`config.mk`:
```
export PLATFORM = sky130hd
export DESIGN_NAME = arb_block_data_receiver
export DESIGN_NICKNAME = d
export VERILOG_FILES = /design/src/design/arb_block_pkg.sv /design/src/design/arb_sample_pack.sv /design/src/design/arb_block_data_receiver.sv
export SDC_FILE = /design/constraint.sdc
export NUM_CORES = 1
export LEC_CHECK = 0
export BUFFER_PORTS_ARGS = -buffer_cell sky130_fd_sc_hd__buf_2
export CAP_MARGIN = 20
export CORE_MARGIN = 4
export CORE_UTILIZATION = 30
export DETAILED_ROUTE_END_ITERATION = 12
export MAX_ROUTING_LAYER = met4
export PLACE_DENSITY = 0.5
export SLEW_MARGIN = 10
export SYNTH_ARGS = -nofsm -noshare
export SYNTH_HDL_FRONTEND = slang
export SYNTH_SLANG_ARGS = --single-unit
```
`constraint.sdc`:
```
create_clock -name clk -period 4.9 [get_ports clk]
set_input_delay 0.735 -clock clk [delete_from_list [all_inputs] [get_ports clk]]
set_output_delay 0.735 -clock clk [all_outputs]
set_load 0.01 [all_outputs]
```
`src/design/arb_block_pkg.sv`:
```
package arb_block_pkg;

    // Character codes seen in the block stream
    localparam logic [7:0] CHAR_HASH     = 8'h23;
    localparam logic [7:0] CHAR_ZERO     = 8'h30;
    localparam logic [7:0] CHAR_NINE     = 8'h39;
    localparam logic [7:0] CHAR_LF       = 8'h0A;
    localparam logic [7:0] CHAR_CR       = 8'h0D;

    // Sample span and baseline
    localparam logic signed [15:0] SAMPLE_MAX  = 16'sh1FFF;
    localparam logic signed [15:0] SAMPLE_MIN  = -16'sh1FFF;
    localparam logic [15:0]        SAMPLE_ZERO = 16'h0000;

    // Largest count of length digits the parser accepts
    localparam int unsigned MAX_LEN_DIGITS = 9;

    // Error codes pushed to the error queue
    typedef enum logic [2:0] {
        ERR_NONE      = 3'b000,
        ERR_PREAMBLE  = 3'b001,
        ERR_ODD_COUNT = 3'b010,
        ERR_SHORT     = 3'b011,
        ERR_RANGE     = 3'b100,
        ERR_ODD_TERM  = 3'b101
    } err_code_t;

    // Parser states
    typedef enum logic [2:0] {
        ST_IDLE   = 3'b000,
        ST_NDIG   = 3'b001,
        ST_COUNT  = 3'b010,
        ST_DEF    = 3'b011,
        ST_INDEF  = 3'b100,
        ST_SKIP   = 3'b101
    } parse_state_t;

    // One received byte from the bus acceptor
    typedef struct packed {
        logic [7:0] data;
        logic       eoi;
    } rx_byte_t;

    // One assembled sample
    typedef struct packed {
        logic signed [15:0] value;
        logic               last;
    } sample_t;

    // One binary readback byte
    typedef struct packed {
        logic [7:0] data;
        logic       eoi;
    } tx_byte_t;

endpackage

```
`src/design/arb_sample_pack.sv`:
```
`timescale 1ns/1ps

// Pairs payload bytes into samples, high byte first
module arb_sample_pack (
    input  wire logic                     clk,
    input  wire logic                     resetn,
    input  wire logic                     ce,
    input  wire logic                     clear,
    input  wire logic                     byte_valid,
    input  wire logic [7:0]               byte_data,
    input  wire logic                     byte_last,
    output logic                          half,
    output logic                          smp_valid,
    output arb_block_pkg::sample_t        smp
);
    logic                   next_half;
    logic [7:0]             high_byte;
    logic [7:0]             next_high_byte;
    logic                   next_smp_valid;
    arb_block_pkg::sample_t next_smp;

    // Hold the first byte, emit on the second
    always_comb begin
        next_half      = half;
        next_high_byte = high_byte;
        next_smp_valid = 1'b0;
        next_smp       = smp;
        if (clear) begin
            next_half = 1'b0;
        end else if (byte_valid) begin
            if (!half) begin
                next_high_byte = byte_data;
                next_half      = 1'b1;
            end else begin
                next_smp.value = {high_byte, byte_data};
                next_smp.last  = byte_last;
                next_smp_valid = 1'b1;
                next_half      = 1'b0;
            end
        end
    end

    always_ff @(posedge clk or negedge resetn) begin
        if (!resetn) begin
            half      <= 1'b0;
            high_byte <= 8'h00;
            smp_valid <= 1'b0;
            smp       <= '0;
        end else if (ce) begin
            half      <= next_half;
            high_byte <= next_high_byte;
            smp_valid <= next_smp_valid;
            smp       <= next_smp;
        end
    end

endmodule // arb_sample_pack

```
`src/design/arb_block_data_receiver.sv`:
```
`timescale 1ns/1ps

module arb_block_data_receiver #(
    parameter int unsigned COUNT_W = 32
) (
    input  wire logic                     clk,
    input  wire logic                     resetn,
    input  wire logic                     ce,
    input  wire logic                     device_clear,
    input  wire logic                     header_seen,
    input  wire logic                     rx_valid,
    input  wire arb_block_pkg::rx_byte_t  rx,
    input  wire logic                     rd_start,
    input  wire logic                     rd_valid,
    input  wire logic [15:0]              rd_sample,
    input  wire logic                     rd_last,
    input  wire logic                     tx_ready,
    output logic                          rd_ready,
    output logic                          tx_valid,
    output arb_block_pkg::tx_byte_t       tx,
    output logic                          smp_valid,
    output arb_block_pkg::sample_t        smp,
    output logic                          busy,
    output logic                          err_push,
    output arb_block_pkg::err_code_t      err_code
);
    // Refuse counter widths the decimal accumulate cannot serve
    if (COUNT_W < 8 || COUNT_W > 32) begin : g_bad_count_w
        $error("COUNT_W must lie in 8..32");
    end

    arb_block_pkg::parse_state_t state;
    arb_block_pkg::parse_state_t next_state;
    logic [3:0]              digits;
    logic [3:0]              next_digits;
    logic [COUNT_W-1:0]      remain;
    logic [COUNT_W-1:0]      next_remain;
    logic                    next_busy;
    logic                    next_err_push;
    arb_block_pkg::err_code_t next_err_code;
    logic                    pay_valid;
    logic                    pay_last;
    logic                    half;
    logic                    is_digit;
    logic [3:0]              digit_val;
    logic [COUNT_W-1:0]      scaled;

    assign is_digit  = rx.data >= arb_block_pkg::CHAR_ZERO &&
                       rx.data <= arb_block_pkg::CHAR_NINE;
    assign digit_val = 4'(rx.data - arb_block_pkg::CHAR_ZERO);
    // Decimal accumulate; top bits wrap only past COUNT_W
    assign scaled    = COUNT_W'((remain << 3) + (remain << 1) +
                                COUNT_W'(digit_val));

    // Parser: preamble decode, payload gating, error report
    always_comb begin
        next_state    = state;
        next_digits   = digits;
        next_remain   = remain;
        next_err_push = 1'b0;
        next_err_code = err_code;
        pay_valid     = 1'b0;
        pay_last      = 1'b0;
        if (device_clear) begin
            next_state = arb_block_pkg::ST_IDLE;
        end else if (rx_valid) begin
            case (state)
                arb_block_pkg::ST_IDLE: begin
                    // Wait for header, then the block mark
                    if (header_seen &&
                        rx.data == arb_block_pkg::CHAR_HASH) begin
                        next_state = arb_block_pkg::ST_NDIG;
                    end
                end
                arb_block_pkg::ST_NDIG: begin
                    next_remain = '0;
                    if (rx.data == arb_block_pkg::CHAR_ZERO) begin
                        next_state = arb_block_pkg::ST_INDEF;
                    end else if (is_digit) begin
                        next_digits = digit_val;
                        next_state  = arb_block_pkg::ST_COUNT;
                    end else begin
                        next_err_push = 1'b1;
                        next_err_code = arb_block_pkg::ERR_PREAMBLE;
                        next_state    = arb_block_pkg::ST_SKIP;
                    end
                end
                arb_block_pkg::ST_COUNT: begin
                    if (!is_digit) begin
                        next_err_push = 1'b1;
                        next_err_code = arb_block_pkg::ERR_PREAMBLE;
                        next_state    = arb_block_pkg::ST_SKIP;
                    end else begin
                        next_remain = scaled;
                        next_digits = 4'(digits - 4'h1);
                        if (digits == 4'h1) begin
                            if (scaled[0]) begin
                                next_err_push = 1'b1;
                                next_err_code =
                                    arb_block_pkg::ERR_ODD_COUNT;
                                next_state = arb_block_pkg::ST_SKIP;
                            end else if (scaled == '0) begin
                                next_state = arb_block_pkg::ST_IDLE;
                            end else begin
                                next_state = arb_block_pkg::ST_DEF;
                            end
                        end
                    end
                end
                arb_block_pkg::ST_DEF: begin
                    pay_valid   = 1'b1;
                    next_remain = COUNT_W'(remain - 1'b1);
                    if (remain == COUNT_W'(1)) begin
                        pay_last   = 1'b1;
                        next_state = arb_block_pkg::ST_IDLE;
                    end else if (rx.eoi) begin
                        // Bus message ended before the count ran out
                        next_err_push = 1'b1;
                        next_err_code = arb_block_pkg::ERR_SHORT;
                        next_state    = arb_block_pkg::ST_IDLE;
                    end
                end
                arb_block_pkg::ST_INDEF: begin
                    // LF with EOI ends it on a sample boundary; any EOI mid sample ends it with an error
                    if (rx.eoi && !half &&
                        rx.data == arb_block_pkg::CHAR_LF) begin
                        next_state = arb_block_pkg::ST_IDLE;
                    end else if (rx.eoi && half) begin
                        pay_valid     = 1'b1;
                        pay_last      = 1'b1;
                        next_err_push = 1'b1;
                        next_err_code = arb_block_pkg::ERR_ODD_TERM;
                        next_state    = arb_block_pkg::ST_IDLE;
                    end else begin
                        pay_valid = 1'b1;
                    end
                end
                arb_block_pkg::ST_SKIP: begin
                    // Drop the rest of a broken message
                    if (rx.eoi) begin
                        next_state = arb_block_pkg::ST_IDLE;
                    end
                end
                default: next_state = arb_block_pkg::ST_IDLE;
            endcase
        end
        next_busy = next_state != arb_block_pkg::ST_IDLE;
    end

    always_ff @(posedge clk or negedge resetn) begin
        if (!resetn) begin
            state    <= arb_block_pkg::ST_IDLE;
            digits   <= 4'h0;
            remain   <= '0;
            busy     <= 1'b0;
            err_push <= 1'b0;
            err_code <= arb_block_pkg::ERR_NONE;
        end else if (ce) begin
            state    <= next_state;
            digits   <= next_digits;
            remain   <= next_remain;
            busy     <= next_busy;
            err_push <= next_err_push;
            err_code <= next_err_code;
        end
    end

    arb_sample_pack u_pack (
        .clk        (clk),
        .resetn     (resetn),
        .ce         (ce),
        .clear      (device_clear || state == arb_block_pkg::ST_IDLE),
        .byte_valid (pay_valid),
        .byte_data  (rx.data),
        .byte_last  (pay_last),
        .half       (half),
        .smp_valid  (smp_valid),
        .smp        (smp)
    );

    // Readback framer: "#0", sample bytes, LF with EOI
    typedef enum logic [2:0] {
        TX_IDLE = 3'b000,
        TX_HASH = 3'b001,
        TX_ZERO = 3'b010,
        TX_HIGH = 3'b011,
        TX_LOW  = 3'b100,
        TX_TERM = 3'b101
    } tx_state_t;

    tx_state_t           tstate;
    tx_state_t           next_tstate;
    logic [15:0]         hold;
    logic [15:0]         next_hold;
    logic                hold_last;
    logic                next_hold_last;
    logic                next_tx_valid;
    logic                next_rd_ready;
    arb_block_pkg::tx_byte_t next_tx;

    // One byte in flight; a new one loads once the last is taken
    always_comb begin
        next_tstate    = tstate;
        next_hold      = hold;
        next_hold_last = hold_last;
        next_tx_valid  = tx_valid && !tx_ready;
        next_tx        = tx;
        next_rd_ready  = 1'b0;
        if (device_clear) begin
            next_tstate   = TX_IDLE;
            next_tx_valid = 1'b0;
        end else if (!next_tx_valid) begin
            case (tstate)
                TX_IDLE: begin
                    if (rd_start) begin
                        next_tstate = TX_HASH;
                    end
                end
                TX_HASH: begin
                    next_tx_valid = 1'b1;
                    next_tx       = '{arb_block_pkg::CHAR_HASH, 1'b0};
                    next_tstate   = TX_ZERO;
                end
                TX_ZERO: begin
                    next_tx_valid = 1'b1;
                    next_tx       = '{arb_block_pkg::CHAR_ZERO, 1'b0};
                    next_tstate   = TX_HIGH;
                end
                TX_HIGH: begin
                    next_rd_ready = !rd_ready;
                    if (rd_ready && rd_valid) begin
                        next_hold      = rd_sample;
                        next_hold_last = rd_last;
                        next_tx_valid  = 1'b1;
                        next_tx        = '{rd_sample[15:8], 1'b0};
                        next_tstate    = TX_LOW;
                        next_rd_ready  = 1'b0;
                    end
                end
                TX_LOW: begin
                    next_tx_valid = 1'b1;
                    next_tx       = '{hold[7:0], 1'b0};
                    next_tstate   = hold_last ? TX_TERM : TX_HIGH;
                end
                TX_TERM: begin
                    next_tx_valid = 1'b1;
                    next_tx       = '{arb_block_pkg::CHAR_LF, 1'b1};
                    next_tstate   = TX_IDLE;
                end
                default: next_tstate = TX_IDLE;
            endcase
        end
    end

    always_ff @(posedge clk or negedge resetn) begin
        if (!resetn) begin
            tstate    <= TX_IDLE;
            hold      <= 16'h0000;
            hold_last <= 1'b0;
            tx_valid  <= 1'b0;
            tx        <= '0;
            rd_ready  <= 1'b0;
        end else if (ce) begin
            tstate    <= next_tstate;
            hold      <= next_hold;
            hold_last <= next_hold_last;
            tx_valid  <= next_tx_valid;
            tx        <= next_tx;
            rd_ready  <= next_rd_ready;
        end
    end

endmodule // arb_block_data_receiver

```
== Word-level counts from Yosys, hierarchy flattened ==
Cells that the tools add are included.

* Add/sub/neg operators: 5
* Multipliers: 0
* Divide/modulo/power cells: 0
* Order comparisons: 2
* Equality and inequality tests: 29
* Shift operators: 0
* Mux-type cells: 72
* Bitwise logic cells: 4
* Reduce and logical (&&, ||, !) cells: 30

{| class="wikitable"
|+ Operators with widths
! kind !! count
|-
| 32-bit one-hot mux with 3 select lines || 1
|-
| 3-bit two-way mux || 26
|-
| 9-bit one-hot mux with 5 select lines || 1
|-
| 32-bit adder || 1
|-
| 32-bit by 4-bit adder with 32-bit output || 1
|-
| 32-bit by 1-bit equality test with 1-bit output, second input constant || 1
|-
| 32-bit logical NOT || 1
|-
| 32-bit two-way mux || 1
|-
| 32-bit by 1-bit subtractor with 32-bit output, second input constant || 1
|-
| 1-bit two-way mux || 30
|-
| 2-bit != test, second input constant || 10
|-
| 3-bit one-hot mux with 6 select lines || 1
|-
| 8-bit by 6-bit equality test with 1-bit output, second input constant || 2
|-
| 3-bit one-hot mux with 5 select lines || 1
|-
| 5-bit AND reduction || 3
|-
| 3-bit by 2-bit equality test with 1-bit output, second input constant || 4
|-
| 3-bit equality test, second input constant || 4
|-
| 4-bit two-way mux || 3
|-
| 3-bit != test, second input constant || 4
|-
| 3-bit one-hot mux with 4 select lines || 1
|-
| 12-bit AND reduction || 1
|-
| 4-bit AND reduction || 3
|-
| 9-bit two-way mux || 1
|-
| 8-bit by 4-bit equality test with 1-bit output, second input constant || 1
|-
| 21 further kinds || 39
|}

* Register bits: 94
* Bits in latches: 0
* Memory bits (writable): 0
* Memory bits (read-only): 0
* Input port bits: 35
* Output and inout bits: 34
* Memories: 0

== Depth between registers and ports, before layout ==
Gate-level depths: netlist (run 1).

* Depth after elaboration: 11
* Gate-level depth with buffers: 14
* Mapped depth without buffers: 14

== Modules after synthesis ==
A second synthesis (run 1) with hierarchy kept.

* Cell total of the unflattened synthesis: 857
* Area, all modules: 7353.3 sq um

{| class="wikitable"
|+ Modules (own cells, without submodules)
! module !! times used !! cells each !! area an instance (sq um) !! sequential area each (sq um)
|-
| arb_block_data_receiver || 1 || 796 || 6246.0 || 1676.6
|-
| arb_sample_pack || 1 || 61 || 1107.3 || 675.6
|}

== Worst setup path before layout (run 1) ==
Ideal clock, no wire load.

* Path kind: input to register
* Start: input port rx[4] in the netlist's numbering
* End: register busy
* Setup time: 131 ps
* Data arrival time: 3638 ps
* Data required time: 4769 ps
* Path slack: 1131 ps
* Stages: 14
* Path buffers: 0
* Path through: inv_1 -> fa_1 -> inv_1 -> ha_1 -> a21o_1 -> and4_4 -> o211a_4 -> o21ai_2 -> a21oi_2 -> or3_4 -> a2111oi_4 -> nand4_1 -> o21ai_1 -> a31oi_1

* Longest elaborated chain between the ends: 11
* Elaborated cells on any way between the ends: 23
* Those cells by class: add/sub (2); order compare (2); eq/ne (3); mux (11); reduce/logical (5)

{| class="wikitable"
|+ Ends and longest elaborated chain
! item !! RTL line !! RTL
|-
| start: declaration || arb_block_data_receiver.sv:12 || <nowiki>input wire arb_block_pkg::rx_byte_t rx,</nowiki>
|-
| 4-bit by 1-bit subtractor with 4-bit output || arb_block_data_receiver.sv:50 || <nowiki>assign digit_val = 4'(rx.data - arb_block_pkg::CHAR_ZERO);</nowiki>
|-
| 32-bit by 4-bit adder with 32-bit output || arb_block_data_receiver.sv:52 || <nowiki>assign scaled = COUNT_W'((remain << 3) + (remain << 1) +</nowiki>
|-
| 32-bit logical NOT || arb_block_data_receiver.sv:102 || <nowiki>end else if (scaled == '0) begin</nowiki>
|-
| 2-bit two-way mux || arb_block_data_receiver.sv:102 ||
|-
| 3-bit two-way mux || arb_block_data_receiver.sv:97 || <nowiki>if (scaled[0]) begin</nowiki>
|-
| 3-bit two-way mux || arb_block_data_receiver.sv:96 || <nowiki>if (digits == 4'h1) begin</nowiki>
|-
| 3-bit two-way mux || arb_block_data_receiver.sv:89 || <nowiki>if (!is_digit) begin</nowiki>
|-
| 3-bit one-hot mux with 6 select lines * || arb_block_data_receiver.sv:67 || <nowiki>case (state)</nowiki>
|-
| 3-bit two-way mux * || arb_block_data_receiver.sv:66 || <nowiki>end else if (rx_valid) begin</nowiki>
|-
| 3-bit two-way mux * || arb_block_data_receiver.sv:64 || <nowiki>if (device_clear) begin</nowiki>
|-
| 3-bit nonzero test * || arb_block_data_receiver.sv:147 || <nowiki>next_busy = next_state != arb_block_pkg::ST_IDLE;</nowiki>
|-
| end signal: assignment || arb_block_data_receiver.sv:162 || <nowiki>busy <= next_busy;</nowiki>
|-
| end: declaration || arb_block_data_receiver.sv:23 || <nowiki>output logic busy,</nowiki>
|}

Mark *: on every way between the ends. The rest lies on a longest branch, timed or not.
A chain may end at the register's enable or synchronous reset.

== Worst setup path in the final report (run 1) ==
Same ends and word-level chain as after synthesis.

==> run_results.csv, run 1 <==
group,metric,value,unit
sta,max_freq,252.9,MHz
finish,syn_to_final_growth,12.27,%
sta,worst_clock_skew,9.898,ps
finish,drive_above_1_share,18.69,%
global_routing,grt_pass1_vias,6374,
floorplanning,core-area,24320,µm²
clock_tree,cts_buffers,9,
routing,via_per_inst,5.374,
floorplanning,fp.dieW,165.2,µm
flow_run,cap_violations,0,
floorplanning,start_util,30.49,%
routing,first_pass_iters,5,
status,outcome,"complete, no violations",
clock_tree,clock_latency,360,ps
clock_tree,path_clk_slew,70,ps
placement,io_buffers,68,
worst_setup_path,worst-setup-path-type,"in -> reg",
synthesis,synth_nets,936,
sta,slew_headroom,44.46,%
routing,wl_per_cell,17.28,µm
finish,nNetsFinal,977,
synthesis,synth_ff_type,"dfrtp_1",
synthesis,syn_area_per_cell,8.859,µm²
synthesis,yosysWarnings,0,
power,irDropWorstVdd,175.3,µV
worst_setup_path,required,5130,ps
finish,stdcell_count,1207,
synthesis,synth.distinct_cells,91,
sta,maxSlewViolCount,0,
finish,final_area,8324,µm²
routing,remaining_drc_errors,0,
synthesis,synth-edff-count,0,
worst_setup_path,critPathLaunchType,"primary input",
floorplanning,die_area,27290,µm²
sta,hold_viol_final,0,
global_routing,grt_max_degree,61,
power,p_leak,3.884,nW
finish,antenna-diode-count,0,
worst_setup_path,crit_fanout,7,
sta,period_share,80.70,%
placement,hpwl,15.72,mm
worst_hold_path,hold_path.class,"in -> async",
routing,postRouteAntennaNets,0,
sta,rsz0062_at_grt,"no",
worst_setup_path,cp.arrival,4190,ps
synthesis,yosys_register_bits,94,
sta,worstMarginPinSlew,830.0,ps
routing,vias,6486,
clock_tree,cts.repair.resized,0,
clock_tree,postCtsSetupBuffers,0,
global_routing,track_usage,15.92,%
synthesis,async_flop_share,100.0,%
sta,setup_viol,0,
floorplanning,fp.dieH,165.2,µm
global_routing,grt_pass1_wl,34.13,mm
synthesis,syn-cell-area,7415,µm²
worst_setup_path,crit_path_end_kind,"flip-flop",
synthesis,seq_area_frac_synth,31.72,%
floorplanning,num_rows,57,
global_routing,antenna_found_initial,0,
routing,wl,20.86,mm
synthesis,synthCells,837,
power,power.density,325.7,nW/µm²
sta,tns,0,ps
finish,utilization,34.23,%
floorplanning,io_pins,69,
placement,gp_congestion,0.8548,
sta,period_minus_slack,3954,ps
routing,dr.first_iter.drc_count,465,
clock_tree,holdBufCountCts,0,
clock_tree,cts_max_path_buffers,2,
finish,fill_cells,2521,
placement,dp.cells,1191,
clock_tree,clock_sinks,94,
clock_tree,cts_root_buffer,"clkbuf_16",
placement,place_area,8026,µm²
clock_tree,cts_max_level,3,
global_routing,grt_overflow,0,
clock_tree,cts_tree,"yes",
==> synth_stat cells, drive strengths merged, types with 8 or more instances <==
| master | instances | share of area, % |
|---|---|---|
| a31oi | 12 | 1.0 |
| mux2 | 33 | 5.0 |
| a22oi | 10 | 1.0 |
| o21a | 8 | 0.83 |
| o22ai | 9 | 0.76 |
| dfrtp | 94 | 32 |
| nand2 | 64 | 3.3 |
| nand3 | 24 | 1.8 |
| nand2b | 11 | 0.93 |
| o211ai | 9 | 0.98 |
| or2 | 8 | 0.68 |
| a21oi | 64 | 4.5 |
| nor2b | 8 | 0.78 |
| xnor2 | 13 | 1.5 |
| clkbuf | 38 | 1.9 |
| a21o | 14 | 1.4 |
| a22o | 9 | 1.1 |
| a32oi | 8 | 0.95 |
| o21ai | 100 | 6.9 |
| and3 | 12 | 1.0 |
| nor4 | 13 | 1.2 |
| buf | 9 | 0.93 |
| nor2 | 42 | 2.1 |
| nor3 | 28 | 2.2 |
| xor2 | 8 | 1.0 |
| ha | 62 | 10 |
| inv | 26 | 1.3 |
==> through the flow <==
stage | setup WS, ps | hold WS [ps] | power [mW]
detailed placement | 569.3 | 468.4 | 2.006
global placement | 670.8 | 459.8 | 2.014
CTS | 950.3 | 485.9 | 2.736
floorplan | 1131 | 439.4 | 1.714
finish | 945.8 | 473.0 | 2.711
global route | 591.1 | 506.2 | 2.908
==> where the power goes <==
part / total (mW) / internal (mW) / switching, mW
Sequential: 1.04 / 0.899 / 0.136
Clock: 0.713 / 0.361 / 0.353
Combinational: 0.963 / 0.387 / 0.575
Total: 2.71 / 1.65 / 1.06
==> cell usage in the layout (no fill, tap or decap), types with 8 or more instances in the layout <==
| cell type | netlist | layout |
|---|---|---|
| a21o_1 | 14 | 14 |
| a21oi_1 | 60 | 60 |
| a22o_1 | 9 | 9 |
| a22oi_1 | 10 | 10 |
| a31oi_1 | 12 | 12 |
| a32oi_1 | 8 | 8 |
| and3_1 | 12 | 12 |
| buf_2 | 4 | 68 |
| buf_4 | 2 | 9 |
| clkbuf_16 | 0 | 9 |
| dfrtp_1 | 94 | 94 |
| ha_1 | 62 | 62 |
| inv_1 | 26 | 26 |
| mux2_2 | 32 | 32 |
| nand2_1 | 62 | 62 |
| nand2b_1 | 11 | 11 |
| nand3_1 | 23 | 23 |
| nor2_1 | 42 | 42 |
| nor3_1 | 25 | 24 |
| nor4_1 | 12 | 12 |
| o211ai_1 | 8 | 8 |
| o21ai_0 | 87 | 87 |
| o21ai_1 | 11 | 11 |
| o22ai_1 | 9 | 9 |
| xnor2_1 | 13 | 13 |
==> cell families after synthesis <==
group | Yosys count | share of synthesized area (%)
AO/OA/AOI/OAI | 289 | 25.40
AND/OR/NAND/NOR | 258 | 19.44
flip-flops | 94 | 31.72
buffers and inverters | 73 | 4.168
adder cells (fa/ha/maj) | 64 | 11.00
multiplexers | 38 | 5.687
XOR/XNOR | 21 | 2.582
==> worst max-delay path: stages <==
cell      delay, ps
buf_2           120
inv_1           110
fa_1            540
fa_1            510
nor2b_4         140
o2111a_2        250
o311ai_4        140
a31o_4          290
o311ai_0        480
nor4b_1         310
nand4_1         220
o21ai_1         220
a31oi_1         100
==> final timing paths <==
path | from | to | slack, ps | depth (start not counted)
max in group asynchronous | resetn | remain[3] | 3420 | 2
max | rx[4] | busy | 950 | 13
max reg2reg | remain[0] | busy | 1040 | 12
min reg2reg | tx[3] | tx[3] | 480 | 2
min in group clk | tx[3] | tx[3] | 480 | 2
min | resetn | tx[8] | 470 | 1
==> area by class of cell <==
type / count / area [µm²] / share of cell area [%]
Timing Repair Buffer: 77 / 407.9 / 4.900
Clock buffer: 9 / 225.2 / 2.706
Inverter: 26 / 97.59 / 1.172
Multi-Input combinational cell: 670 / 4763 / 57.22
Tap cell: 324 / 405.4 / 4.870
Clock inverter: 7 / 72.57 / 0.8718
Sequential cell: 94 / 2352 / 28.26
==> sequential cells by signal, summed over array words and instances (netlist names) <==
register and cells:
tstate 3, err_code 3, hold 8, tx 9, busy 1, state 3
tx_valid 1, digits 4, hold_last 1, u_pack.smp_valid 1, err_push 1, rd_ready 1
u_pack.high_byte 8, u_pack.smp 17, u_pack.half 1, remain 32
==> layer usage <==
layer  wire length (µm)  global-route usage (%)  vias to the layer above
met2               9466                   24.72                      119
met4                301                   3.743                        0
li1                   -                       -                     3236
met1              10320                   22.17                     3112
met5                  0                       -                        -
met3                767                   2.110                       19
No activity file was read; power rests on OpenSTA's default activity.
==> run 2, diff against run 1 <==
PLACE_DENSITY = 0.52   (was 0.5)
clock period = 3.34 ns   (was 4.9 ns; I/O delays follow)
==> run 2 against run 1 <==
  * The run now ends with negative setup slack left
  * Die area unchanged
  * Design area increased by 13%
  * Routed wire length increased by 7.3%
  * Total power increased by 57%
  * Critical path depth increased by 1
  * Sequential power increased by 42%
  * Utilization increased by 4.3 points
  * Sequential share of layout area decreased by 3.1 points
  * First-iteration DRC count increased by 7.5%
  * Critical endpoint unchanged
  * Largest power group is now combinational cells
==> run_results.csv, run 2 (synthesized netlist as in run 1, its figures left out) <==
group,metric,value,unit
status,outcome,"complete, but fails checks",
status,violations,"negative setup slack",
placement,dp.cells,1298,
finish,syn_to_final_growth,26.38,%
worst_setup_path,cp.arrival,3740,ps
routing,first_pass_iters,5,
clock_tree,path_clk_slew,80,ps
worst_setup_path,r2r-start,"remain[0]",
floorplanning,die_area,27290,µm²
finish,antenna-diode-count,0,
finish,nNetsFinal,1089,
placement,io_buffers,68,
power,swShare,39.14,%
power,power_frac_seq,34.8,%
sta,worst_clock_skew,12.69,ps
power,combPwrFrac,39.8,%
sta,setup_viol,4,
routing,remaining_drc_errors,0,
floorplanning,num_rows,57,
worst_setup_path,r2r-end,"busy",
worst_setup_path,path_cells,"inv_2 -> fa_1 -> inv_1 -> ha_1 -> a21o_1 -> and4_4 -> o211a_4 -> o21a_1 -> o211ai_1 -> o2111ai_2 -> nor4b_4 -> nand4_1 -> o21ai_1 -> a31oi_1",
worst_setup_path,worstRegToRegCells,14,
routing,dr.first_iter.drc_count,500,
sta,rsz0062_at_grt,"yes",
floorplanning,fp.dieH,165.2,µm
power,switchingPower,1.670,mW
clock_tree,clock_sinks,94,
finish,fill_cells,2494,
sta,tns,-444.9,ps
routing,postRouteAntennaNets,0,
floorplanning,core-area,24320,µm²
power,clockPowerShare,25.4,%
finish,multi_input_area,4915,µm²
clock_tree,cts_root_buffer,"clkbuf_16",
worst_setup_path,max_stage_delay,540,ps
worst_setup_path,cp_slowest_cell,"fa_1",
finish,largest_register_ff_count,32,
routing,via_per_inst,5.273,
floorplanning,start_util,30.49,%
clock_tree,cts_tree,"yes",
worst_setup_path,crit_path_end_kind,"flip-flop",
finish,seqCellArea,2354,µm²
worst_setup_path,crit_fanout,5,
global_routing,track_usage,16.75,%
power,cell_internal_pwr,2.596,mW
sta,period_minus_slack,3497,ps
finish,stdcell_count,1319,
worst_setup_path,critPathLaunchType,"flip-flop",
floorplanning,fp.dieW,165.2,µm
worst_setup_path,worst-setup-path-type,"reg -> reg",
floorplanning,io_pins,69,
sta,period_share,104.7,%
worst_hold_path,hold_path.class,"in -> async",
global_routing,grt_max_degree,80,
routing,wl,22.39,mm
sta,hold_viol_final,0,
placement,gp_congestion,0.8724,
routing,wl_per_cell,16.97,µm
sta,fin_ws,-157.1,ps
flow_run,cap_violations,0,
sta,max_freq,286.0,MHz
power,power.density,455.2,nW/µm²
placement,dp_slack,-487.3,ps
clock_tree,cts_max_path_buffers,2,
global_routing,grt_pass1_wl,35.36,mm
finish,top_register,"remain",
global_routing,grt_pass1_vias,6614,
global_routing,grt_overflow,0,
sta,worstMarginPinSlew,786.4,ps
sta,maxSlewViolCount,0,
clock_tree,clock_latency,370,ps
finish,top_regs,"remain (32), u_pack.smp (17), tx (9)",
finish,layout_common_cells,"buf_4 (118), dfrtp_1 (93), o21ai_0 (86), buf_2 (67), nand2_1 (62)",
worst_setup_path,rrSetupSlack,-160,ps
sta,hold_ws,92.99,ps
finish,drive_above_1_share,30.25,%
routing,vias,6955,
global_routing,antenna_found_initial,0,
power,power.total,4.265,mW
power,irDropWorstVdd,223.9,µV
placement,hpwl,16.93,mm
finish,final_common_cell,"buf_4",
clock_tree,cts_max_level,3,
clock_tree,cts_buffers,9,
worst_setup_path,required,3580,ps
power,p_leak,4.507,nW
sta,slew_headroom,47.44,%
==> run 2: repair_timing <==
| item | 4_1_cts | 5_1_grt |
|---|---|---|
| hold buffers | 0 | 0 |
| gates resized for setup | 13 | 18 |
| pin swaps | 13 | 16 |
| buffers inserted | 2 | 2 |
| endpoints found under the setup margin | 6 | 6 |
==> run 2: critical path: cells and delay by family (launching register included) <==
family	cells	cell delay (ps)
simple gates	3	680
buf+inv	2	100
compound gates	7	1390
fa+ha+maj	2	810
flops	1	380
==> run 2: cell type report <==
cell class | instances | area share, %
tap | 324 | 4.326
sequential | 94 | 25.12
clock buffer | 9 | 2.404
multi-input combinational | 670 | 52.45
timing repair buffer | 189 | 13.78
inverter | 26 | 1.122
clock inverter | 7 | 0.8012
==> run 2: how the worst max path moves through the flow <==
| stage | from | to | slack, ps | cells after the start |
|---|---|---|---|---|
| floorplan | remain[2] | busy | -9 | 14 |
| finish | remain[0] | busy | -160 | 14 |
| detailed placement | rx[4] | busy | -490 | 14 |
| global placement | rx[4] | busy | -440 | 15 |
| CTS | remain[0] | busy | -170 | 14 |
| global route | remain[0] | busy | -380 | 14 |
==> run 2: through the flow <==
step / util, % / area, µm²
finish: 38.53 / 9370
global route: 38.53 / 9370
CTS: 37.94 / 9226
detailed placement: 36.43 / 8860
global placement: 36.43 / 8860
floorplan: - / 7430
==> run 2: power by group through the flow <==
| stage | clock network [mW] | logic [mW] | registers [mW] |
|---|---|---|---|
| 2_1_floorplan | 0 | 1.02 | 1.50 |
| 3_3_place_gp | 0 | 1.65 | 1.50 |
| 3_5_place_dp | 0 | 1.65 | 1.51 |
| 4_1_cts | 1.12 | 1.68 | 1.48 |
| 5_1_grt | 1.16 | 1.87 | 1.51 |
| 6_report | 1.08 | 1.70 | 1.48 |
==> run 2: per-layer routing <==
layer  share of wire [%]  track usage, %  vias to the layer above
met2                  45           25.80                      107
li1                    -               -                     3453
met3                 3.4           2.929                       15
met5                   0               -                        -
met4                0.97           2.760                        0
met1                  50           23.53                     3380
==> run 3, diff against run 2 <==
RECOVER_POWER = 50   (was not set)
==> run 3 against run 2 <==
  * The run ends with max-capacitance violations, max-slew violations, negative setup slack left
  * First-iteration DRC count shrank 3.0%
  * Critical path depth unchanged
  * Worst hold slack gained 280 ps
  * Die area did not move
  * Routed wire length up 0.20%
  * Maximum frequency decreased by 0.12%
  * Sequential share of layout area grew 0.14 points
  * Via count is 0.29% higher
  * Total power shrank 0.31%
  * Non-clock buffer count unchanged
  * Worst setup slack worse by 4.2 ps
==> run_results.csv, run 3 (synthesized netlist as in run 1, its figures left out) <==
group,metric,value,unit
routing,dr.first_iter.drc_count,485,
sta,period_minus_slack,3501,ps
sta,hold_viol_final,0,
sta,slew_headroom,-23.37,%
worst_setup_path,r2r-start,"remain[0]",
finish,top_register,"remain",
power,p_leak,4.431,nW
clock_tree,cts_max_path_buffers,2,
status,outcome,"complete, but fails checks",
finish,fill_cells,2506,
power,power.density,456.3,nW/µm²
power,power.total,4.252,mW
routing,first_pass_iters,5,
worst_setup_path,cp.arrival,3740,ps
global_routing,grt_overflow,0,
clock_tree,clock_latency,370,ps
floorplanning,num_rows,57,
worst_setup_path,r2r-end,"busy",
finish,layout_common_cells,"buf_4 (115), dfrtp_1 (93), o21ai_0 (86), nand2_1 (62), a21oi_1 (60)",
floorplanning,io_pins,69,
routing,wl,22.43,mm
sta,setup_viol,4,
worst_hold_path,hold_path.class,"in -> reg",
global_routing,grt_pass1_wl,35.36,mm
worst_setup_path,worstRegToRegCells,14,
global_routing,grt_max_degree,80,
routing,remaining_drc_errors,0,
floorplanning,core-area,24320,µm²
clock_tree,cts_tree,"yes",
clock_tree,cts_buffers,9,
finish,nNetsFinal,1089,
clock_tree,clock_sinks,94,
finish,largest_register_ff_count,32,
power,irDropWorstVdd,223.5,µV
floorplanning,fp.dieH,165.2,µm
floorplanning,die_area,27290,µm²
sta,worst_clock_skew,12.98,ps
worst_setup_path,worst-setup-path-type,"reg -> reg",
worst_setup_path,critPathLaunchType,"flip-flop",
sta,fin_ws,-161.3,ps
routing,wl_per_cell,17.00,µm
placement,io_buffers,68,
finish,final_common_cell,"buf_4",
clock_tree,cts_max_level,3,
sta,rsz0062_at_grt,"yes",
status,violations,"max-capacitance violations, max-slew violations, negative setup slack",
flow_run,cap_violations,1,
sta,maxSlewViolCount,35,
finish,utilization,38.32,%
worst_setup_path,rrSetupSlack,-160,ps
global_routing,track_usage,16.75,%
worst_setup_path,critPathCapture,"busy",
global_routing,antenna_found_initial,0,
sta,max_freq,285.6,MHz
routing,vias,6975,
worst_setup_path,crit_start,"remain[0]",
floorplanning,fp.dieW,165.2,µm
floorplanning,start_util,30.49,%
routing,postRouteAntennaNets,0,
finish,multi_input_area,4915,µm²
worst_setup_path,crit_fanout,5,
sta,worstMarginPinSlew,1851,ps
finish,antenna-diode-count,0,
placement,hpwl,16.93,mm
global_routing,grt_pass1_vias,6614,
routing,via_per_inst,5.288,
finish,top_regs,"remain (32), u_pack.smp (17), tx (9)",
clock_tree,path_clk_slew,80,ps
finish,drive_above_1_share,28.54,%
worst_setup_path,crit_path_end_kind,"flip-flop",
finish,seqCellArea,2354,µm²
sta,period_share,104.8,%
placement,gp_congestion,0.8724,
finish,syn_to_final_growth,25.68,%
clock_tree,cts_root_buffer,"clkbuf_16",
worst_setup_path,required,3580,ps
## run 3: cell types whose count changed in the layout (fill, tap and decap cells not counted)
cell and change:
buf_16 -1, buf_2 -14, buf_4 -3, clkbuf_1 +17, clkbuf_2 +1
## run 3: how the worst min path moves through the flow
stage / start / to / slack (ps) / cells past startpoint
after floorplan: resetn / busy / 210 / 0
after global placement: tx[1] / tx[1] / 460 / 2
after detailed placement: tx[1] / tx[1] / 460 / 2
after CTS: resetn / u_pack.high_byte[3] / 350 / 1
after global routing: rd_sample[7] / hold[7] / 370 / 2
final: rd_sample[4] / hold[4] / 380 / 2
## run 3: metrics by stage
step	setup WS [ps]	instances	hold slack (ps)	TNS (ps)	area, µm²
finish	-161.3	1319	377.5	-443.5	9319
global route	-379.2	1319	367.4	-1307	9319
CTS	-173.6	1316	354.7	-456.5	9226
detailed placement	-487.3	1298	462.2	-2931	8860
global placement	-440.2	1298	455.9	-2491	8860
floorplan	-9.355	837	205.4	-9.355	7430
## run 3: area by class of cell
type | instances | area share, %
clock inverters | 7 | 0.8056
repair buffers | 189 | 13.31
flip-flops and latches | 94 | 25.26
inverters | 26 | 1.128
multi-input cells | 670 | 52.74
clock buffers | 9 | 2.417
well taps | 324 | 4.350
## run 3: worst max-delay path, stage by stage (launching register included)
cell	delay [ps]
dfrtp_1	370
inv_2	50
fa_1	540
inv_1	50
ha_1	270
a21o_1	170
and4_4	150
o211a_4	260
o21a_1	190
o211ai_1	270
o2111ai_2	200
nor4b_4	310
nand4_1	220
o21ai_1	220
a31oi_1	90
## run 3: routing by layer
metal | vias up | share of wire (%) | global-route usage, %
met2 | 118 | 45 | 25.80
li1 | 3457 | - | -
met3 | 17 | 3.7 | 2.929
met5 | - | 0 | -
met1 | 3383 | 50 | 23.53
met4 | 0 | 0.99 | 2.760
## run 3: timing repair
item	4_1_cts	5_1_grt
hold buffers	0	0
setup buffers	2	2
hold endpoints to repair	0	0
pin swaps	13	16
resized for setup	13	18
setup endpoints to repair	6	6
## run 3: power breakdown
| part | switching, mW | internal (mW) |
|---|---|---|
| registers | 0.165 | 1.32 |
| clock network | 0.553 | 0.532 |
| logic | 0.951 | 0.732 |
| total | 1.67 | 2.58 |
